==> config.mk <==
export PLATFORM = sky130hd
export DESIGN_NAME = tw_twowire
export DESIGN_NICKNAME = d
export VERILOG_FILES = /design/src/tw_pkg.sv /design/src/tw_rate_timer.sv /design/src/tw_twowire.sv
export SDC_FILE = /design/constraint.sdc
export NUM_CORES = 1
export LEC_CHECK = 0
export BUFFER_PORTS_ARGS = -buffer_cell sky130_fd_sc_hd__clkbuf_2
export CAP_MARGIN = 20
export CELL_PAD_IN_SITES_DETAIL_PLACEMENT = 0
export CELL_PAD_IN_SITES_GLOBAL_PLACEMENT = 1
export CORE_MARGIN = 2
export CORE_UTILIZATION = 40
export CTS_BUF_LIST = sky130_fd_sc_hd__clkbuf_16
export CTS_CLUSTER_SIZE = 10
export DETAILED_ROUTE_END_ITERATION = 12
export GPL_ROUTABILITY_DRIVEN = 0
export PLACE_DENSITY_LB_ADDON = 0.05
export SLEW_MARGIN = 20
export SYNTH_ARGS = -nofsm -noshare
export SYNTH_HDL_FRONTEND = slang
export SYNTH_HIERARCHICAL = 1
export SYNTH_SLANG_ARGS = --single-unit
==> constraint.sdc <==
create_clock -name clk_sys_in -period 6.62 [get_ports clk_sys_in]
set_input_delay 0.662 -clock clk_sys_in [delete_from_list [all_inputs] [get_ports clk_sys_in]]
set_output_delay 0.662 -clock clk_sys_in [all_outputs]
set_load 0.02 [all_outputs]
==> src/tw_pkg.sv <==
// Constants, register indices, field layout and state encodings of the two-wire block
package tw_pkg;

  // ----------------------------------------------------------------
  // Bus geometry and register indices (byte address is index * 4)
  // ----------------------------------------------------------------
  localparam int          ADR_W     = 10;
  localparam logic [7:0]  IDX_CTRL  = 8'hC0;
  localparam logic [7:0]  IDX_CODE  = 8'hC1;
  localparam logic [7:0]  IDX_DATA  = 8'hC2;
  localparam logic [7:0]  IDX_ADDR  = 8'hC3;
  localparam logic [7:0]  IDX_RATE  = 8'hCF;

  // ----------------------------------------------------------------
  // Reset values
  // ----------------------------------------------------------------
  localparam logic [7:0]  RST_CTRL  = 8'h00;
  localparam logic [7:0]  RST_ADDR  = 8'h00;
  localparam logic [7:0]  RST_RATE  = 8'h00;
  localparam logic [7:0]  RST_DATA  = 8'h00;

  // ----------------------------------------------------------------
  // State codes, all multiples of eight
  // ----------------------------------------------------------------
  localparam logic [7:0]  CODE_START   = 8'h08;
  localparam logic [7:0]  CODE_RSTART  = 8'h10;
  localparam logic [7:0]  CODE_AW_ACK  = 8'h18;
  localparam logic [7:0]  CODE_AW_NACK = 8'h20;
  localparam logic [7:0]  CODE_DT_ACK  = 8'h28;
  localparam logic [7:0]  CODE_DT_NACK = 8'h30;
  localparam logic [7:0]  CODE_ARB     = 8'h38;
  localparam logic [7:0]  CODE_AR_ACK  = 8'h40;
  localparam logic [7:0]  CODE_AR_NACK = 8'h48;
  localparam logic [7:0]  CODE_DR_ACK  = 8'h50;
  localparam logic [7:0]  CODE_DR_NACK = 8'h58;
  localparam logic [7:0]  CODE_IDLE    = 8'hF8;

  // ----------------------------------------------------------------
  // Timing and counting
  // ----------------------------------------------------------------
  localparam logic [3:0]  ACK_BIT     = 4'h8;
  localparam logic [3:0]  LAST_BIT    = 4'h7;
  localparam logic [3:0]  FREE_LAST   = 4'h9;
  localparam logic [6:0]  GEN_CALL    = 7'h00;
  localparam logic [7:0]  TIMER_LAST  = 8'hFF;

  // ----------------------------------------------------------------
  // Control register layout, bit 7 down to bit 0
  // ----------------------------------------------------------------
  typedef struct packed {
    logic busy;
    logic enable;
    logic start_request;
    logic stop_request;
    logic event_flag;
    logic ack_assert;
    logic free_enable;
    logic addr_match;
  } tw_ctl_t;

  typedef enum logic [7:0] {
    S_IDLE   = 8'h01,
    S_START  = 8'h02,
    S_LOW    = 8'h04,
    S_HIGH   = 8'h08,
    S_HOLD   = 8'h10,
    S_STOP   = 8'h20,
    S_STOPHI = 8'h40,
    S_RSLOW  = 8'h80
  } tw_state_t;

endpackage

==> src/tw_rate_timer.sv <==
// Preset-loaded up-counter that pulses on each rollover
`timescale 1ns/1ns
module tw_rate_timer
  import tw_pkg::*;
#(
  parameter int WIDTH = 8
) (
  input  wire logic             clk_sys_in,
  input  wire logic             reset_in,
  input  wire logic             ce_in,
  input  wire logic             run_in,
  input  wire logic [WIDTH-1:0] preset_in,
  output      logic             tick_out
);

  logic [WIDTH-1:0] count;

  assign tick_out = run_in && (count == {WIDTH{1'b1}});

  // Held at preset while idle, reloaded at every rollover
  always_ff @(posedge clk_sys_in) begin
    if (reset_in) begin
      count <= '0;
    end else if (ce_in) begin
      if (!run_in || tick_out) begin
        count <= preset_in;
      end else begin
        count <= count + 1'b1;
      end
    end
  end
endmodule

==> src/tw_twowire.sv <==
// Two-wire bus master engine with rate timer, shift data, address and state code registers
`timescale 1ns/1ns
// Behaviour
// - Master clock timer loads preset, counts up, toggles SCL at all ones and reloads the preset.
// - SCL low lasts 256 minus preset cycles; high adds line settling.
// - Bus free timeout is about ten timer periods of idle high lines.
// - Bytes leave most significant bit first; first received bit lands in MSB.
// - While sending, bus data shifts in, so arbitration loss keeps correct data.
// - Slave address compares against own address bits 7..1; unused in master mode.
// - Own address bit 0 enables recognising the general call address zero.
// - Each state has a unique code with low three bits zero.
// - Code 0x08 after START, 0x10 after repeated START; software loads address.
// - Address plus write: 0x18 when acknowledged, 0x20 when not.
// - Data byte sent: 0x28 when acknowledged, 0x30 when not.
// - Address plus read acknowledged gives 0x40; software may clear ack assert.
// - Unacknowledged address gives 0x20 or 0x48; stop plus start retries.
// - Received byte gives 0x50 when acknowledged, 0x58 when not.
// - Event flag sets on every non-idle state entry; only software clears it.
// - While event flag set and SCL low, SCL stays held low until software clears the event flag or enable.
// - Stop request clears itself when a STOP is seen on the bus.
module tw_twowire
  import tw_pkg::*;
(
  input  wire logic             clk_sys_in,
  input  wire logic             reset_in,
  input  wire logic             ce_in,
  input  wire logic             wb_cyc_in,
  input  wire logic             wb_stb_in,
  input  wire logic             wb_we_in,
  input  wire logic [ADR_W-1:0] wb_adr_in,
  input  wire logic [3:0]       wb_sel_in,
  input  wire logic [31:0]      wb_dat_in,
  output      logic [31:0]      wb_dat_out,
  output      logic             wb_ack_out,
  input  wire logic             scl_in,
  output      logic             scl_out,
  output      logic             scl_oe_out,
  input  wire logic             sda_in,
  output      logic             sda_out,
  output      logic             sda_oe_out
);

  // ----------------------------------------------------------------
  // Declarations
  // ----------------------------------------------------------------
  tw_state_t  state, next_state;
  logic       scl_low, next_scl_low, sda_low, next_sda_low;
  logic [3:0] bit_cnt, next_bit;
  logic [7:0] shift, next_shift, state_code, next_code;
  logic       rx_mode, next_rx, addr_ph, next_addr_ph, master, next_master;
  logic       set_evt;
  logic       enable, start_req, stop_req, event_flag, ack_assert, free_en;
  logic       busy, addr_match;
  logic [7:0] own, rate;
  logic       wb_ack;
  logic [31:0] wb_dat;
  logic       scl_m, scl_s, scl_p, sda_m, sda_s, sda_p;
  logic [3:0] free_cnt, sl_cnt;
  logic [7:0] sl_shift;
  logic       sl_active;
  logic [8:0] lo_cnt;

  // ----------------------------------------------------------------
  // Register bus decode
  // ----------------------------------------------------------------
  wire        req      = wb_cyc_in && wb_stb_in;
  wire [7:0]  idx      = wb_adr_in[ADR_W-1:2];
  wire        wr       = req && wb_we_in && wb_ack && wb_sel_in[0];
  wire [7:0]  wdat     = wb_dat_in[7:0];
  wire        hit_ctrl = idx == IDX_CTRL;
  wire        hit_code = idx == IDX_CODE;
  wire        hit_data = idx == IDX_DATA;
  wire        hit_addr = idx == IDX_ADDR;
  wire        hit_rate = idx == IDX_RATE;
  wire        wr_ctrl  = wr && hit_ctrl;
  wire        wr_data  = wr && hit_data;
  tw_ctl_t    wctl;
  tw_ctl_t    ctl_view;
  assign wctl     = tw_ctl_t'(wdat);
  assign ctl_view = '{busy, enable, start_req, stop_req, event_flag,
                      ack_assert, free_en, addr_match};
  wire        clr_evt  = wr_ctrl && !wctl.event_flag;
  wire [7:0]  rd_byte  = hit_ctrl ? ctl_view :
                         hit_code ? state_code :
                         hit_data ? shift :
                         hit_addr ? own :
                         hit_rate ? rate : 8'h00;

  assign wb_ack_out = wb_ack;
  assign wb_dat_out = wb_dat;

  always_ff @(posedge clk_sys_in) begin
    if (reset_in) begin
      wb_ack <= 1'b0;
      wb_dat <= 32'h0000_0000;
    end else if (ce_in) begin
      wb_ack <= req && !wb_ack;
      wb_dat <= {24'h00_0000, rd_byte};
    end
  end

  // ----------------------------------------------------------------
  // Pin synchronisers and bus condition detection
  // ----------------------------------------------------------------
  always_ff @(posedge clk_sys_in) begin
    if (reset_in) begin
      {scl_m, scl_s, scl_p} <= 3'h7;
      {sda_m, sda_s, sda_p} <= 3'h7;
    end else if (ce_in) begin
      {scl_m, scl_s, scl_p} <= {scl_in, scl_m, scl_s};
      {sda_m, sda_s, sda_p} <= {sda_in, sda_m, sda_s};
    end
  end

  wire start_seen = scl_s && scl_p && sda_p && !sda_s;
  wire stop_seen  = scl_s && scl_p && !sda_p && sda_s;
  wire scl_rise   = scl_s && !scl_p;

  // ----------------------------------------------------------------
  // Rate timers: one paces SCL, one measures bus-free time
  // ----------------------------------------------------------------
  wire moving   = !(state inside {S_IDLE, S_HOLD});
  wire stretch  = !scl_low && !scl_s;
  wire run      = enable && moving && !stretch;
  wire free_run = enable && free_en && busy && scl_s && sda_s;
  wire tick, ftick;
  wire free_to  = free_run && ftick && (free_cnt == FREE_LAST);

  tw_rate_timer #(.WIDTH(8)) u_scl_timer (
    .clk_sys_in (clk_sys_in),
    .reset_in   (reset_in),
    .ce_in      (ce_in),
    .run_in     (run),
    .preset_in  (rate),
    .tick_out   (tick)
  );

  tw_rate_timer #(.WIDTH(8)) u_free_timer (
    .clk_sys_in (clk_sys_in),
    .reset_in   (reset_in),
    .ce_in      (ce_in),
    .run_in     (free_run),
    .preset_in  (rate),
    .tick_out   (ftick)
  );

  always_ff @(posedge clk_sys_in) begin
    if (reset_in) begin
      free_cnt <= 4'h0;
      busy     <= 1'b0;
    end else if (ce_in) begin
      free_cnt <= (!free_run || free_to) ? 4'h0 : free_cnt + {3'h0, ftick};
      busy     <= start_seen || (busy && !stop_seen && !free_to && enable);
    end
  end

  // ----------------------------------------------------------------
  // Master engine next state
  // ----------------------------------------------------------------
  wire [7:0] shift_nx = {shift[6:0], sda_s};
  wire       acked    = !sda_s;
  wire       arb      = !rx_mode && (bit_cnt != ACK_BIT) && !sda_low && !sda_s;
  wire [7:0] addr_code = shift[0] ? (acked ? CODE_AR_ACK : CODE_AR_NACK)
                                  : (acked ? CODE_AW_ACK : CODE_AW_NACK);
  wire [7:0] data_code = rx_mode ? (sda_low ? CODE_DR_ACK : CODE_DR_NACK)
                                 : (acked ? CODE_DT_ACK : CODE_DT_NACK);
  wire [7:0] ack_code  = addr_ph ? addr_code : data_code;

  always_comb begin
    next_state   = state;
    next_scl_low = scl_low;
    next_sda_low = sda_low;
    next_bit     = bit_cnt;
    next_shift   = wr_data ? wdat : shift;
    next_code    = state_code;
    next_rx      = rx_mode;
    next_addr_ph = addr_ph;
    next_master  = master;
    set_evt      = 1'b0;
    if (!enable) begin
      next_state   = S_IDLE;
      next_scl_low = 1'b0;
      next_sda_low = 1'b0;
      next_master  = 1'b0;
      next_code    = CODE_IDLE;
    end else begin
      unique case (state)
        S_IDLE: begin
          if (start_req && !busy && !event_flag) begin
            next_state   = S_START;
            next_sda_low = 1'b1;
          end
        end
        S_START: begin
          if (tick && !sda_low) begin
            next_sda_low = 1'b1;
          end else if (tick) begin
            next_scl_low = 1'b1;
            next_code    = master ? CODE_RSTART : CODE_START;
            next_master  = 1'b1;
            next_addr_ph = 1'b1;
            next_rx      = 1'b0;
            set_evt      = 1'b1;
            next_state   = S_HOLD;
          end
        end
        S_HOLD: begin
          if (!event_flag && stop_req) begin
            next_sda_low = 1'b1;
            next_state   = S_STOP;
          end else if (!event_flag && start_req) begin
            next_sda_low = 1'b0;
            next_state   = S_RSLOW;
          end else if (!event_flag) begin
            next_bit     = 4'h0;
            next_sda_low = !rx_mode && !shift[7];
            next_state   = S_LOW;
          end
        end
        S_LOW: begin
          if (tick) begin
            next_scl_low = 1'b0;
            next_state   = S_HIGH;
          end
        end
        S_HIGH: begin
          if (tick && arb) begin
            next_shift   = shift_nx;
            next_sda_low = 1'b0;
            next_code    = CODE_ARB;
            next_master  = 1'b0;
            set_evt      = 1'b1;
            next_state   = S_IDLE;
          end else if (tick && bit_cnt == ACK_BIT) begin
            next_scl_low = 1'b1;
            next_sda_low = 1'b0;
            next_code    = ack_code;
            next_addr_ph = 1'b0;
            next_rx      = rx_mode || (addr_ph && shift[0] && acked);
            set_evt      = 1'b1;
            next_state   = S_HOLD;
          end else if (tick) begin
            next_shift   = shift_nx;
            next_scl_low = 1'b1;
            next_bit     = bit_cnt + 4'h1;
            next_sda_low = (bit_cnt == LAST_BIT) ? (rx_mode && ack_assert)
                                                 : (!rx_mode && !shift_nx[7]);
            next_state   = S_LOW;
          end
        end
        S_STOP: begin
          if (tick) begin
            next_scl_low = 1'b0;
            next_state   = S_STOPHI;
          end
        end
        S_STOPHI: begin
          if (tick) begin
            next_sda_low = 1'b0;
            next_master  = 1'b0;
            next_code    = CODE_IDLE;
            next_state   = S_IDLE;
          end
        end
        S_RSLOW: begin
          if (tick) begin
            next_scl_low = 1'b0;
            next_state   = S_START;
          end
        end
        default: begin
          next_state   = S_IDLE;
          next_scl_low = 1'b0;
          next_sda_low = 1'b0;
        end
      endcase
    end
  end

  // ----------------------------------------------------------------
  // Master engine registers
  // ----------------------------------------------------------------
  always_ff @(posedge clk_sys_in) begin
    if (reset_in) begin
      state      <= S_IDLE;
      scl_low    <= 1'b0;
      sda_low    <= 1'b0;
      bit_cnt    <= 4'h0;
      shift      <= RST_DATA;
      state_code <= CODE_IDLE;
      {rx_mode, addr_ph, master} <= 3'h0;
    end else if (ce_in) begin
      state      <= next_state;
      scl_low    <= next_scl_low;
      sda_low    <= next_sda_low;
      bit_cnt    <= next_bit;
      shift      <= next_shift;
      state_code <= next_code;
      {rx_mode, addr_ph, master} <= {next_rx, next_addr_ph, next_master};
    end
  end

  assign scl_out    = 1'b0;
  assign sda_out    = 1'b0;
  assign scl_oe_out = scl_low;
  assign sda_oe_out = sda_low;

  // ----------------------------------------------------------------
  // Software registers; hardware set and clear win over writes
  // ----------------------------------------------------------------
  always_ff @(posedge clk_sys_in) begin
    if (reset_in) begin
      {enable, start_req, ack_assert, free_en} <= 4'h0;
      stop_req   <= 1'b0;
      event_flag <= 1'b0;
      own        <= RST_ADDR;
      rate       <= RST_RATE;
    end else if (ce_in) begin
      if (wr_ctrl) begin
        {enable, start_req} <= {wctl.enable, wctl.start_request};
        {ack_assert, free_en} <= {wctl.ack_assert, wctl.free_enable};
      end
      stop_req   <= !stop_seen && (wr_ctrl ? wctl.stop_request : stop_req);
      event_flag <= set_evt || (event_flag && !clr_evt);
      if (wr && hit_addr) begin
        own <= wdat;
      end
      if (wr && hit_rate) begin
        rate <= wdat;
      end
    end
  end

  // ----------------------------------------------------------------
  // Own address and general call recognition while not master
  // ----------------------------------------------------------------
  wire [7:0] sl_nx   = {sl_shift[6:0], sda_s};
  wire       sl_done = sl_active && scl_rise && (sl_cnt == LAST_BIT);
  wire       own_hit = sl_nx[7:1] == own[7:1];
  wire       gc_hit  = own[0] && (sl_nx[7:1] == GEN_CALL);

  always_ff @(posedge clk_sys_in) begin
    if (reset_in) begin
      sl_active  <= 1'b0;
      sl_cnt     <= 4'h0;
      sl_shift   <= 8'h00;
      addr_match <= 1'b0;
    end else if (ce_in) begin
      if (start_seen) begin
        sl_active  <= enable && !master && !moving && ack_assert;
        sl_cnt     <= 4'h0;
        addr_match <= 1'b0;
      end else if (stop_seen) begin
        sl_active  <= 1'b0;
        addr_match <= 1'b0;
      end else if (sl_active && scl_rise) begin
        sl_shift <= sl_nx;
        sl_cnt   <= sl_cnt + 4'h1;
        if (sl_done) begin
          sl_active  <= 1'b0;
          addr_match <= own_hit || gc_hit;
        end
      end
    end
  end

  // ----------------------------------------------------------------
  // Checks
  // ----------------------------------------------------------------
  always_ff @(posedge clk_sys_in) begin
    if (reset_in) begin
      lo_cnt <= 9'h000;
    end else if (ce_in) begin
      lo_cnt <= (state == S_LOW) ? lo_cnt + 9'h001 : 9'h000;
    end
  end
endmodule

Word level (Yosys, flattened, before mapping):

Cells that the tools add are included.

* add/subtract/negate cells: 5
* equality and inequality tests: 48
* muxes and demuxes: 99
* bitwise logic cells: 2
* reduce and logical (&&, ||, !) cells: 103

Operators with widths (count)
* $mux 8: 33
* $eq 8x8->1 const B: 8
* $pmux 8 s8: 1
* $logic_and 1x1->1: 53
* $mux 4: 12
* $mux 1: 39
* $ne 3x3->1 const B: 9
* $ne 2x2->1 const B: 12
* $pmux 8 s3: 1
* $logic_not 1->1: 21
* $mux 7: 3
* $add 8x1->8 const B: 2
* $reduce_and 7->1: 2
* $reduce_and 6->1: 2
* $mux 5: 2
* $reduce_and 10->1: 1
* $reduce_and 9->1: 1
* $add 4x1->4 const B: 2
* $eq 4x3->1 const B: 2
* $eq 4x4->1 const B: 2
* $eq 8x1->1 const B: 1
* $eq 8x2->1 const B: 1
* $eq 8x3->1 const B: 1
* $eq 8x4->1 const B: 1
* 26 further kinds: 45

* register bits: 104
* logic and storage cells: 290

Depth between registers and ports, before layout:

Gate-level depths: netlist of the first run.

* depth after elaboration: 12
* gate-level depth with buffers: 14

Modules after synthesis:

The synthesis of the first run kept the hierarchy.

Modules (own cells, without submodules)
* tw_twowire: instances 1, cells an instance 596, area an instance 4973.5 um^2, sequential area each 1701.6 um^2
* tw_rate_timer: instances 2, cells an instance 68, area an instance 573.0 um^2, sequential area each 160.2 um^2

Worst setup path after synthesis of the first run:

Ideal clock, no wire load.

* path type: flip-flop to flip-flop
* start point: register state[3]
* end point: register state_code[5]
* library setup time: 0.121 ns
* arrival time: 3.275 ns
* data required time: 6.499 ns
* setup slack: 3.225 ns
* cell stages (with the launch flop): 14
* path buffers: 2
* clock period less this slack: 3.395 ns
* cell sequence: dfxtp_1 > clkbuf_1 > nor4_1 > nand4b_1 > nand2_1 > nor2_1 > buf_6 > inv_1 > nor3_1 > nor4b_1 > mux2_2 > o211ai_1 > a21oi_1 > mux2_2

* word-level cells in the longest chain between the ends: 10
* elaborated cells on any way between the ends: 22
* classes of those cells: eq/ne: 10; mux: 3; reduce/logical: 9

Ends and longest elaborated chain
* from (decl): RTL line tw_twowire.sv:46 `tw_state_t state, next_state;`
* from (signal assigned): RTL line tw_twowire.sv:293 `state <= next_state;`
* $eq 8x1->1 / $eq 8x5->1 (equally long branches): RTL line tw_twowire.sv:122 `wire moving = !(state inside {S_IDLE, S_HOLD});`
* $reduce_bool 2->1 *: RTL line tw_twowire.sv:122
* $logic_not 1->1 *: RTL line tw_twowire.sv:122
* $logic_and 1x1->1 * (2 in a row): RTL line tw_twowire.sv:124 `wire run = enable && moving && !stretch;`
* net run: RTL line tw_twowire.sv:124
* $logic_and 1x1->1 *: RTL line tw_rate_timer.sv:18 `assign tick_out = run_in && (count == {WIDTH{1'b1}});`
* net tick: RTL line tw_twowire.sv:126 `wire tick, ftick;`
* $logic_and 1x1->1: RTL line tw_twowire.sv:227 `if (tick && arb) begin`
* $mux 8: RTL line tw_twowire.sv:227
* $pmux 8 s3: RTL line tw_twowire.sv:187 `unique case (state)`
* $mux 8: RTL line tw_twowire.sv:180 `if (!enable) begin`
* to (signal assigned): RTL line tw_twowire.sv:298 `state_code <= next_code;`
* to (decl): RTL line tw_twowire.sv:49 `logic [7:0] shift, next_shift, state_code, next_code;`

Mark *: on every way through the listed nets, which the timed path passes. The rest lies on a longest branch.
A chain may end at the register's enable or synchronous reset.

Final worst setup path of the first run:

* start point: register state[0]
* end point: register state_code[5]

The elaborated chain is that of the path after synthesis.

==> results of run 1 <==
==> worst register-to-register path, cell delays in order (launching register included) <==
cell and delay, ns:
dfxtp_1 0.64, nor4_1 0.16, nand4b_1 0.22, nand2_1 0.20, nor2_1 0.60, inv_1 0.29
nor3_1 0.27, buf_4 0.23, nor4b_1 0.67, mux2_2 0.37, o211ai_1 0.09, a21oi_1 0.50
mux2_2 0.39
==> cell families after synthesis <==
group / synth area share, %
compound gates: 19.8
buf+inv: 8.79
xor+xnor: 2.72
fa+ha+maj: 1.84
flops: 33.0
mux: 8.38
simple gates: 25.4
other cells: 0.0613
==> layer usage <==
layer	share of wire (%)	global-route usage, %	routed length [µm]
met1	48	30.3	8280
met2	46	33.2	7920
met5	0	0	0
met4	0.68	4.40	116
met3	4.7	3.67	796
==> power breakdown <==
group,switching (W),internal [W],leakage (nW)
Sequential,0.00000765,0.000615,0.818
Clock,0.000243,0.000253,0.128
Combinational,0.0000667,0.0000255,1.30
Total,0.000318,0.000893,2.24
==> area by class of cell <==
cell class / instances / area [µm²]
Tap cell: 188 / 235
Clock buffer: 9 / 225
Timing Repair Buffer: 43 / 235
Sequential cell: 101 / 2020
Clock inverter: 7 / 41.3
Fill cell: 1534 / 8580
Inverter: 25 / 93.8
Multi-Input combinational cell: 553 / 3650
==> synthesized netlist by cell type, types with 5 or more instances <==
cell / count
dfxtp_1: 101
nor2_1: 78
nand2_1: 60
mux2i_1: 40
clkbuf_1: 33
a21oi_1: 31
buf_4: 30
o21ai_0: 29
nand3_1: 28
nor3_1: 25
inv_1: 24
a221oi_1: 17
xor2_1: 13
o31ai_1: 12
nand3b_1: 11
o211ai_1: 10
ha_1: 9
nor4_1: 9
nand2b_1: 8
nand4_1: 8
and2_1: 7
and4_1: 7
buf_2: 7
a311oi_1: 6
nor2b_1: 6
xnor2_1: 6
nand4b_1: 5
or2_2: 5
or3_1: 5
or4_1: 5
==> through the flow <==
step | util, % | hold slack [ns] | power [W] | cell area, µm²
final | 43.1 | 0.463 | 0.00121 | 6510
after global routing | 43.1 | 0.481 | 0.00125 | 6510
after CTS | 43.1 | 0.465 | 0.00122 | 6510
after detailed placement | 41.4 | 0.456 | 0.000728 | 6240
after global placement | 41.4 | 0.452 | 0.000727 | 6240
after floorplan | - | 0.430 | 0.000709 | 6210
==> state kept, by name (all words and copies together) (netlist names), 4 cells and up <==
name and count:
shift 8, state_code 5, own 8, bit_cnt 4, sl_cnt 4, sl_shift 7, u_scl_timer/count 8, rate 8
u_free_timer/count 8, wb_dat_out 8, state 8, free_cnt 4
==> cell usage in the layout (no fill, tap or decap), drive strengths merged, types with 6 or more instances in the layout <==
cell / n
a2111oi: 6
a21oi: 31
a221oi: 17
a311oi: 6
and2: 7
and4: 7
buf: 9
clkbuf: 43
clkinv: 6
conb: 26
dfxtp: 101
ha: 9
inv: 25
mux2i: 40
nand2: 60
nand2b: 8
nand3: 30
nand3b: 11
nand4: 10
nor2: 79
nor2b: 6
nor3: 26
nor4: 9
o211ai: 10
o21ai: 32
o31ai: 12
or4: 7
xnor2: 6
xor2: 13
==> path summary, 6_finish.rpt <==
check                                      to  depth (start not counted)  slack (ns)       start
worst max-delay path            state_code[5]                         12        1.88    state[0]
worst min-delay path               addr_match                          2        0.46  addr_match
worst max register to register  state_code[5]                         12        1.88    state[0]
worst min register to register     addr_match                          2        0.46  addr_match
==> results.txt, run 1 <==
----------------------------------------------------
[Outcome]
  Status ... finished clean

[Logic synthesis]
  Post-synthesis async set-or-reset flop share ... 0%
  Count of different cell masters after synthesis ... between 70 and 80
  Mean Syn Cell Area ... roughly 8.4 µm²
  Library cell occupying the most area in the post-synthesis netlist ... dfxtp_1
  Area of the mapped netlist ... 6120 µm²
  Post-synthesis sequential area ratio ... about a third
  Biggest area contributors in the synthesized netlist ... dfxtp_1 (33%), mux2i_1 (6.5%), nor2_1 (4.8%)
  Portion of synthesized cell area occupied by the leading cell type ... about 33%
  Most common flop cell mapped by yosys ... dfxtp_1
  Syn Inst Count ... between 700 and 800
  Number of enable-type register cells in the synthesized netlist ... 0
  Synth Register Bits ... 101
  Yosys synthesis warning count ... 6

[Clock tree]
  CTS Buffer Depth ... 2
  CTS tree ... yes
  H-tree level count ... 3
  TritonCTS Buffers ... 9
  Number of post-CTS setup repair buffers ... 0
  Clock tree root driver cell ... clkbuf_16
  Hold buffers post-CTS ... 0
  Clock latency on the worst-skew pair ... 0.36 ns
  Sink Count ... ~100
  Quantity of gates resized following cts ... 0
  Clock-pin slew on the worst setup and hold paths ... 0.07 ns

[Global routing]
  Via count of the first global-routing pass ... between 5000 and 6000
  Total routing resource utilization after global routing ... a little over a fifth
  Total global routing overflow ... 0
  Wire length of the first global-routing pass ... roughly 27000 µm
  Largest net degree at the start of global routing ... 71
  Antenna violations before repair ... 0

[Detailed routing]
  Via count normalized by instance count ... about 5.9
  Residual DRC count ... 0
  Final ANT Viol Nets ... 0
  Wire per inst ... 18.5 µm
  Count of routing violations after the opening detailed-route iteration ... between 500 and 600
  Wire length after detailed routing ... around 17000 µm
  Via count ... 5485
  1st-pass router iterations ... 5

[Power]
  Leakage power summed over all cells ... roughly 2.2 nW
  Peak VDD IR ... 0.000116 V
  Pwr dens ... between 150 and 200 nW/µm²

[STA]
  Clock skew ... between 0.01 and 0.015 ns
  Total count of max-transition violations in the final report ... 0
  Slew of the pin with the lowest slew margin ... about 0.99 ns
  Post-route fraction of the period consumed by the critical path ... between 70 and 80%
  Setup repair after global routing missed its margin ... no
  Worst setup margin ... about 1.9 ns
  Tightest slew margin relative to the limit ... roughly 33%
  Final number of setup-violating endpoints ... 0
  Min Tclk post-route ... around 4.7 ns
  Highest clock frequency the design can meet ... 0.211 GHz
  Total count of hold-check failures in the final report ... 0
  Final-layout setup total negative slack ... 0 ns

[Job]
  Number of max-cap violations ... 0

[Die]
  Effective utilization at floorplan ... between 40% and 50%
  Core region area ... roughly 15000 µm²
  Number of placement rows ... 45
  Total I/O pin count ... 91
  Die footprint ... ~16000 µm²
  Die Y ... 128 µm
  Width of the die ... 128 µm

[Placed design]
  Setup Slack @ Placement ... ~2 ns
  Placed cell count ... 910
  Buffers added on ports ... 35
  DPL Wire Length ... roughly 12000 µm

[Layout]
  Antenna diode instance count ... 0
  Synth-to-layout area growth ... 6.32%
  Post-route insts no fill ... ~930
  Ratio of cells with drive above 1 in the final layout ... between 10% and 20%
  Final net count ... approximately 800

[Worst setup path]
  Slowest stage cell on the critical path ... nor4b_1
  Family with the most delay on the worst path ... simple AND/OR/NAND/NOR gates
  CP Buf/Inv Count ... 2
  CP Data Arrival Time ... around 5 ns
  CP cell instances ... nor4_1, nand4b_1, nand2_1, nor2_1, inv_1, nor3_1, buf_4, nor4b_1, mux2_2, o211ai_1, a21oi_1, mux2_2
  Worst setup SP type ... register
  CP max FO ... 14
  Crit path kind ... register to register
  Worst Setup End Kind ... register
  Worst path max stage delay ... 0.67 ns
  Data required, critical path ... 6.86 ns
  Most repeated library cell on the critical path ... mux2_2

[Worst hold path]
  Worst min path class ... register to register

----------------------------------------------------
(Power assumes the default switching activity.)
==> run 2, diff against run 1 <==
--- a/config.mk
+++ b/config.mk
@@ -5,6 +5,7 @@
 export SDC_FILE = /design/constraint.sdc
 export NUM_CORES = 1
 export LEC_CHECK = 0
+export ABC_AREA = 1
 export BUFFER_PORTS_ARGS = -buffer_cell sky130_fd_sc_hd__clkbuf_2
 export CAP_MARGIN = 20
 export CELL_PAD_IN_SITES_DETAIL_PLACEMENT = 0
==> constraint.sdc (replaced) <==
create_clock -name clk_sys_in -period 4.8 [get_ports clk_sys_in]
set_input_delay 0.48 -clock clk_sys_in [delete_from_list [all_inputs] [get_ports clk_sys_in]]
set_output_delay 0.48 -clock clk_sys_in [all_outputs]
set_load 0.02 [all_outputs]
==> results.txt, run 2 <==
----------------------------------------------------
[Outcome]
  Status ... finished clean

[Logic synthesis]
  Synth Register Bits ... approximately 100
  Biggest area contributors in the synthesized netlist ... dfxtp_1 (33%), nand2_1 (12%), nor2_1 (8.3%)
  Portion of synthesized cell area occupied by the leading cell type ... 32.7%
  Most common flop cell mapped by yosys ... dfxtp_1
  Most common library cells after synthesis ... nand2_1 (196), nor2_1 (136), dfxtp_1 (101), inv_1 (98), o21ai_0 (76)
  Basic-gate share of the synthesized area counting and, or, nand and nor cells ... a little over a third
  Post-synthesis sequential area ratio ... approximately 33%
  Mean Syn Cell Area ... between 6 and 7 µm²
  Syn Inst Count ... approximately 940
  Adder-cell area share of the yosys netlist ... 1.82%
  Multiplexer share of the synthesized area ... 0%
  Post-synthesis compound-gate area fraction ... ~16%
  Most common cell in the netlist ... nand2_1
  Xor and xnor fraction of the mapped netlist area ... roughly 1.6%
  Number of enable-type register cells in the synthesized netlist ... 0
  Library cell occupying the most area in the post-synthesis netlist ... dfxtp_1
  Area of the mapped netlist ... roughly 6200 µm²
  Largest family of logic cells by synthesized area ... simple AND/OR/NAND/NOR gates
  Count of different cell masters after synthesis ... 46
  Post-synthesis async set-or-reset flop share ... 0%
  Yosys synthesis warning count ... 6

[Die]
  Effective utilization at floorplan ... about two fifths
  Width of the die ... between 100 and 150 µm
  Number of placement rows ... 45
  Total I/O pin count ... between 90 and 100
  Core region area ... 15100 µm²
  Die footprint ... around 16000 µm²
  Die Y ... roughly 130 µm

[Power]
  Peak VDD IR ... approximately 0.00018 V
  Pwr dens ... 278 nW/µm²
  Leakage power summed over all cells ... 2.86 nW
  Overall power after layout ... 0.00186 W

[Layout]
  Layout filler cell count ... around 1700
  Synth-to-layout area growth ... 8.18%
  Final cell area excluding filler cells ... 6690 µm²
  Most common cell after layout, fill and taps aside ... nand2_1
  Commonest non-fill, non-tap cells in the layout ... nand2_1 (196), nor2_1 (136), dfxtp_1 (101)
  Antenna diode instance count ... 0
  Final net count ... 1026
  Ratio of cells with drive above 1 in the final layout ... between 10% and 20%

[Detailed routing]
  Final ANT Viol Nets ... 0
  Via count ... about 6000
  Via count normalized by instance count ... 5.21
  Wire per inst ... roughly 15 µm
  Wire length after detailed routing ... roughly 17000 µm
  Count of routing violations after the opening detailed-route iteration ... between 300 and 400
  1st-pass router iterations ... 5
  Residual DRC count ... 0

[Worst setup path]
  Crit path kind ... register to register
  Worst setup endpoint ... bit_cnt[1]
  Critical register-to-register path endpoint ... bit_cnt[1]
  Worst Setup End Kind ... register
  Number of cells on the worst reg-to-reg path ... 19
  Start point of the critical path ... state[4]
  CP Data Arrival Time ... 3.80 ns
  Worst setup SP type ... register
  Data required, critical path ... 5.03 ns
  Reg-to-reg critical path startpoint ... state[4]
  CP max FO ... 6
  Register-to-Register Setup Slack ... between 1 and 1.5 ns

[Clock tree]
  Number of post-CTS setup repair buffers ... 0
  H-tree level count ... 3
  Clock latency on the worst-skew pair ... 0.36 ns
  Clock-pin slew on the worst setup and hold paths ... ~0.07 ns
  CTS tree ... yes
  Quantity of gates resized following cts ... 0
  Hold buffers post-CTS ... 0
  Sink Count ... 101
  TritonCTS Buffers ... 9
  CTS Buffer Depth ... 2
  Clock tree root driver cell ... clkbuf_16

[Placed design]
  Setup Slack @ Placement ... 1.29 ns
  Placement-stage cell area ... between 6000 and 7000 µm²
  DPL Wire Length ... between 10000 and 15000 µm
  Buffers added on ports ... 35

[STA]
  Total count of hold-check failures in the final report ... 0
  Setup repair after global routing missed its margin ... no
  Post-route worst hold slack ... between 0.3 and 0.4 ns
  Final number of setup-violating endpoints ... 0
  Final-layout setup total negative slack ... 0 ns
  Slew of the pin with the lowest slew margin ... 0.958 ns
  Worst setup margin ... around 1.2 ns
  Post-route fraction of the period consumed by the critical path ... 74.4%
  Min Tclk post-route ... 3.57 ns
  Tightest slew margin relative to the limit ... roughly 36%
  Highest clock frequency the design can meet ... around 0.28 GHz
  Clock skew ... around 0.0077 ns
  Total count of max-transition violations in the final report ... 0

[Global routing]
  Via count of the first global-routing pass ... approximately 5500
  Wire length of the first global-routing pass ... 28100 µm
  Total routing resource utilization after global routing ... between 20% and 30%
  Antenna violations before repair ... 0
  Total global routing overflow ... 0
  Largest net degree at the start of global routing ... 63

[Worst hold path]
  Worst min path class ... input pin to register

[Job]
  Number of max-cap violations ... 0

----------------------------------------------------
-- run 2: kinds of logic (layout without fill, tap and decap cells) --
| kind of cell | count (synthesis) | after routing |
|---|---|---|
| fa+ha+maj | 9 | 9 |
| simple gates | 482 | 482 |
| buf+inv | 158 | 161 |
| compound gates | 177 | 177 |
| other cells | 1 | 26 |
| xor+xnor | 11 | 11 |
| flops | 101 | 101 |
-- run 2: final cells by class --
cell class	instances	area (µm²)	area share, %
clock buffers	9	225	3.37
inverters	107	404	6.05
clock inverters	6	87.6	1.31
well taps	188	235	3.52
flip-flops and latches	101	2020	30.2
repair buffers	39	205	3.07
multi-input cells	705	3510	52.4
-- run 2: worst max-delay path: stages (launching register included) --
cell and delay (ns):
dfxtp_1 0.43, nor2_2 0.09, nand2_4 0.13, inv_4 0.06, nand2_1 0.11, nand2_1 0.11, a211oi_1 0.77, inv_1 0.09
nor2_1 0.45, inv_2 0.22, nor2_4 0.18, nand2_1 0.08, nor2_2 0.18, nand2_4 0.11, nand2_2 0.11, inv_2 0.07
nand2_4 0.10, nand2_1 0.05, nand2_1 0.05, nor2_1 0.04
-- run 2: per-layer routing --
metal,routed length [µm],track usage (%),vias to the layer above
met5,0,0,-
met4,238,5.11,0
met3,734,4.55,16
met2,8120,36.0,128
met1,8390,29.0,2804
li1,-,-,3064
-- run 2: how the worst min path moves through the flow --
stage,start,end,cells after the start
2_1_floorplan,scl_m,scl_m,2
3_3_place_gp,scl_m,scl_m,2
3_5_place_dp,scl_m,scl_m,2
4_1_cts,scl_in,scl_m,3
5_1_grt,scl_in,scl_m,3
6_report,scl_in,scl_m,3
-- run 2: per-stage QoR --
stage,util [%],instances
finish,44.1,1155
global route,44.1,1155
CTS,44.1,1155
detailed placement,42.1,1140
global placement,42.1,1140
floorplan,-,964
-- run 2: where the power goes --
part           switching (W)  internal [W]
combinational       0.000131     0.0000518
clock               0.000341      0.000456
sequential         0.0000204      0.000860
==> run 3, diff against run 2 <==
==> constraint.sdc (replaced) <==
create_clock -name clk_sys_in -period 3.5 [get_ports clk_sys_in]
set_input_delay 0.35 -clock clk_sys_in [delete_from_list [all_inputs] [get_ports clk_sys_in]]
set_output_delay 0.35 -clock clk_sys_in [all_outputs]
set_load 0.02 [all_outputs]
==> results.txt, run 3 (synthesized netlist as in run 2, its figures left out) <==
----------------------------------------------------
[Outcome]
  Status ... finished clean

[STA]
  Post-route fraction of the period consumed by the critical path ... between 80% and 90%
  Clock skew ... about 0.011 ns
  Slew of the pin with the lowest slew margin ... approximately 0.63 ns
  Total count of max-transition violations in the final report ... 0
  Highest clock frequency the design can meet ... between 0.3 and 0.4 GHz
  Total count of hold-check failures in the final report ... 0
  Min Tclk post-route ... approximately 3.0 ns
  Post-route worst hold slack ... roughly 0.21 ns
  Final-layout setup total negative slack ... 0 ns
  Final number of setup-violating endpoints ... 0
  Setup repair after global routing missed its margin ... no
  Tightest slew margin relative to the limit ... a little under three fifths

[Die]
  Die Y ... ~130 µm
  Die footprint ... about 16000 µm²
  Effective utilization at floorplan ... about two fifths
  Number of placement rows ... 45
  Core region area ... between 15000 and 20000 µm²
  Total I/O pin count ... 91
  Width of the die ... between 100 and 150 µm

[Clock tree]
  Quantity of gates resized following cts ... 0
  CTS tree ... yes
  Sink Count ... roughly 100
  CTS Buffer Depth ... 2
  H-tree level count ... 3
  Number of post-CTS setup repair buffers ... 0
  Hold buffers post-CTS ... 0
  Clock tree root driver cell ... clkbuf_16
  Clock-pin slew on the worst setup and hold paths ... roughly 0.070 ns
  TritonCTS Buffers ... 9
  Clock latency on the worst-skew pair ... roughly 0.36 ns

[Layout]
  Final core area utilization ... 44.4%
  Ratio of cells with drive above 1 in the final layout ... between 10% and 20%
  Commonest non-fill, non-tap cells in the layout ... nand2_1 (196), nor2_1 (136), dfxtp_1 (101)
  Most common cell after layout, fill and taps aside ... nand2_1
  Post-route insts no fill ... between 1000 and 1500
  Final cell area excluding filler cells ... 6730 µm²
  Antenna diode instance count ... 0
  Synth-to-layout area growth ... 8.87%
  Final net count ... around 1000

[Detailed routing]
  Residual DRC count ... 0
  1st-pass router iterations ... 6
  Count of routing violations after the opening detailed-route iteration ... about 460
  Wire length after detailed routing ... between 15000 and 20000 µm
  Wire per inst ... 15.2 µm
  Via count normalized by instance count ... between 5 and 6
  Via count ... 6041
  Final ANT Viol Nets ... 0

[Global routing]
  Total global routing overflow ... 0
  Via count of the first global-routing pass ... approximately 5600
  Total routing resource utilization after global routing ... ~22%
  Wire length of the first global-routing pass ... about 29000 µm
  Largest net degree at the start of global routing ... 53
  Antenna violations before repair ... 0

[Placed design]
  Placement-stage cell area ... 6410 µm²
  Placed cell count ... approximately 1100
  DPL Wire Length ... 12900 µm
  Buffers added on ports ... 35

[Worst setup path]
  Crit path kind ... register to register
  CP Data Arrival Time ... 3.25 ns
  Slowest stage cell on the critical path ... dfxtp_1
  CP cell instances ... nor2_4, nand2_4, inv_4, nand2_1, nand2_1, a211oi_1, inv_1, nor2_1, inv_2, nor2_4, nand2_1, nor2_2, nand2_4, nand2_1, inv_1, nand2_1, nand2_1, nand3_1, nand2_1, inv_1, nor2_1
  CP max FO ... 6
  Most repeated library cell on the critical path ... nand2_1
  Worst path max stage delay ... between 0.4 and 0.5 ns
  Worst Setup End Kind ... register
  Worst setup SP type ... register
  Data required, critical path ... around 3.8 ns

[Power]
  Leakage power summed over all cells ... about 2.9 nW
  Peak VDD IR ... 0.000274 V
  Pwr dens ... around 380 nW/µm²

[Worst hold path]
  Worst min path class ... input pin to register

[Job]
  Number of max-cap violations ... 0

----------------------------------------------------
run 3: layer usage:
| layer | global-route usage [%] | wire length [µm] | share of wire [%] |
|---|---|---|---|
| met1 | 29.4 | 8390 | 48 |
| met5 | 0 | 0 | 0 |
| met4 | 7.37 | 393 | 2.2 |
| met3 | 4.63 | 722 | 4.1 |
| met2 | 36.2 | 8110 | 46 |
run 3: through the flow:
stage               setup slack [ns]  power (W)
floorplan                      0.750    0.00143
global placement               0.561    0.00148
detailed placement             0.521    0.00149
CTS                            0.505    0.00258
global route                   0.200    0.00267
finish                         0.499    0.00256
run 3: layout make-up:
type	instances	area [µm²]
fillers	1646	8420
multi-input cells	705	3510
flip-flops and latches	101	2020
inverters	107	404
repair buffers	43	248
well taps	188	235
clock buffers	9	225
clock inverters	6	87.6
run 3: report_power, final:
part           switching, W  internal (W)
logic              0.000182     0.0000739
registers         0.0000277       0.00118
clock network      0.000467      0.000625
total              0.000677       0.00188
run 3: worst max-delay path, delay by kind of cell, from the launching register on:
family	cells	cell delay (ns)
flip-flops	1	0.44
AO/OA/AOI/OAI	1	0.26
AND/OR/NAND/NOR	15	1.78
buffers and inverters	5	0.42
run 3: worst paths after layout:
check / startpoint / end / slack (ns) / cells past startpoint
worst max-delay path: state[6] / scl_oe_out / 0.50 / 21
worst min-delay path: scl_in / scl_m / 0.21 / 3
worst max register to register: state[6] / scl_oe_out / 0.50 / 21
worst min register to register: scl_m / scl_m / 0.46 / 2
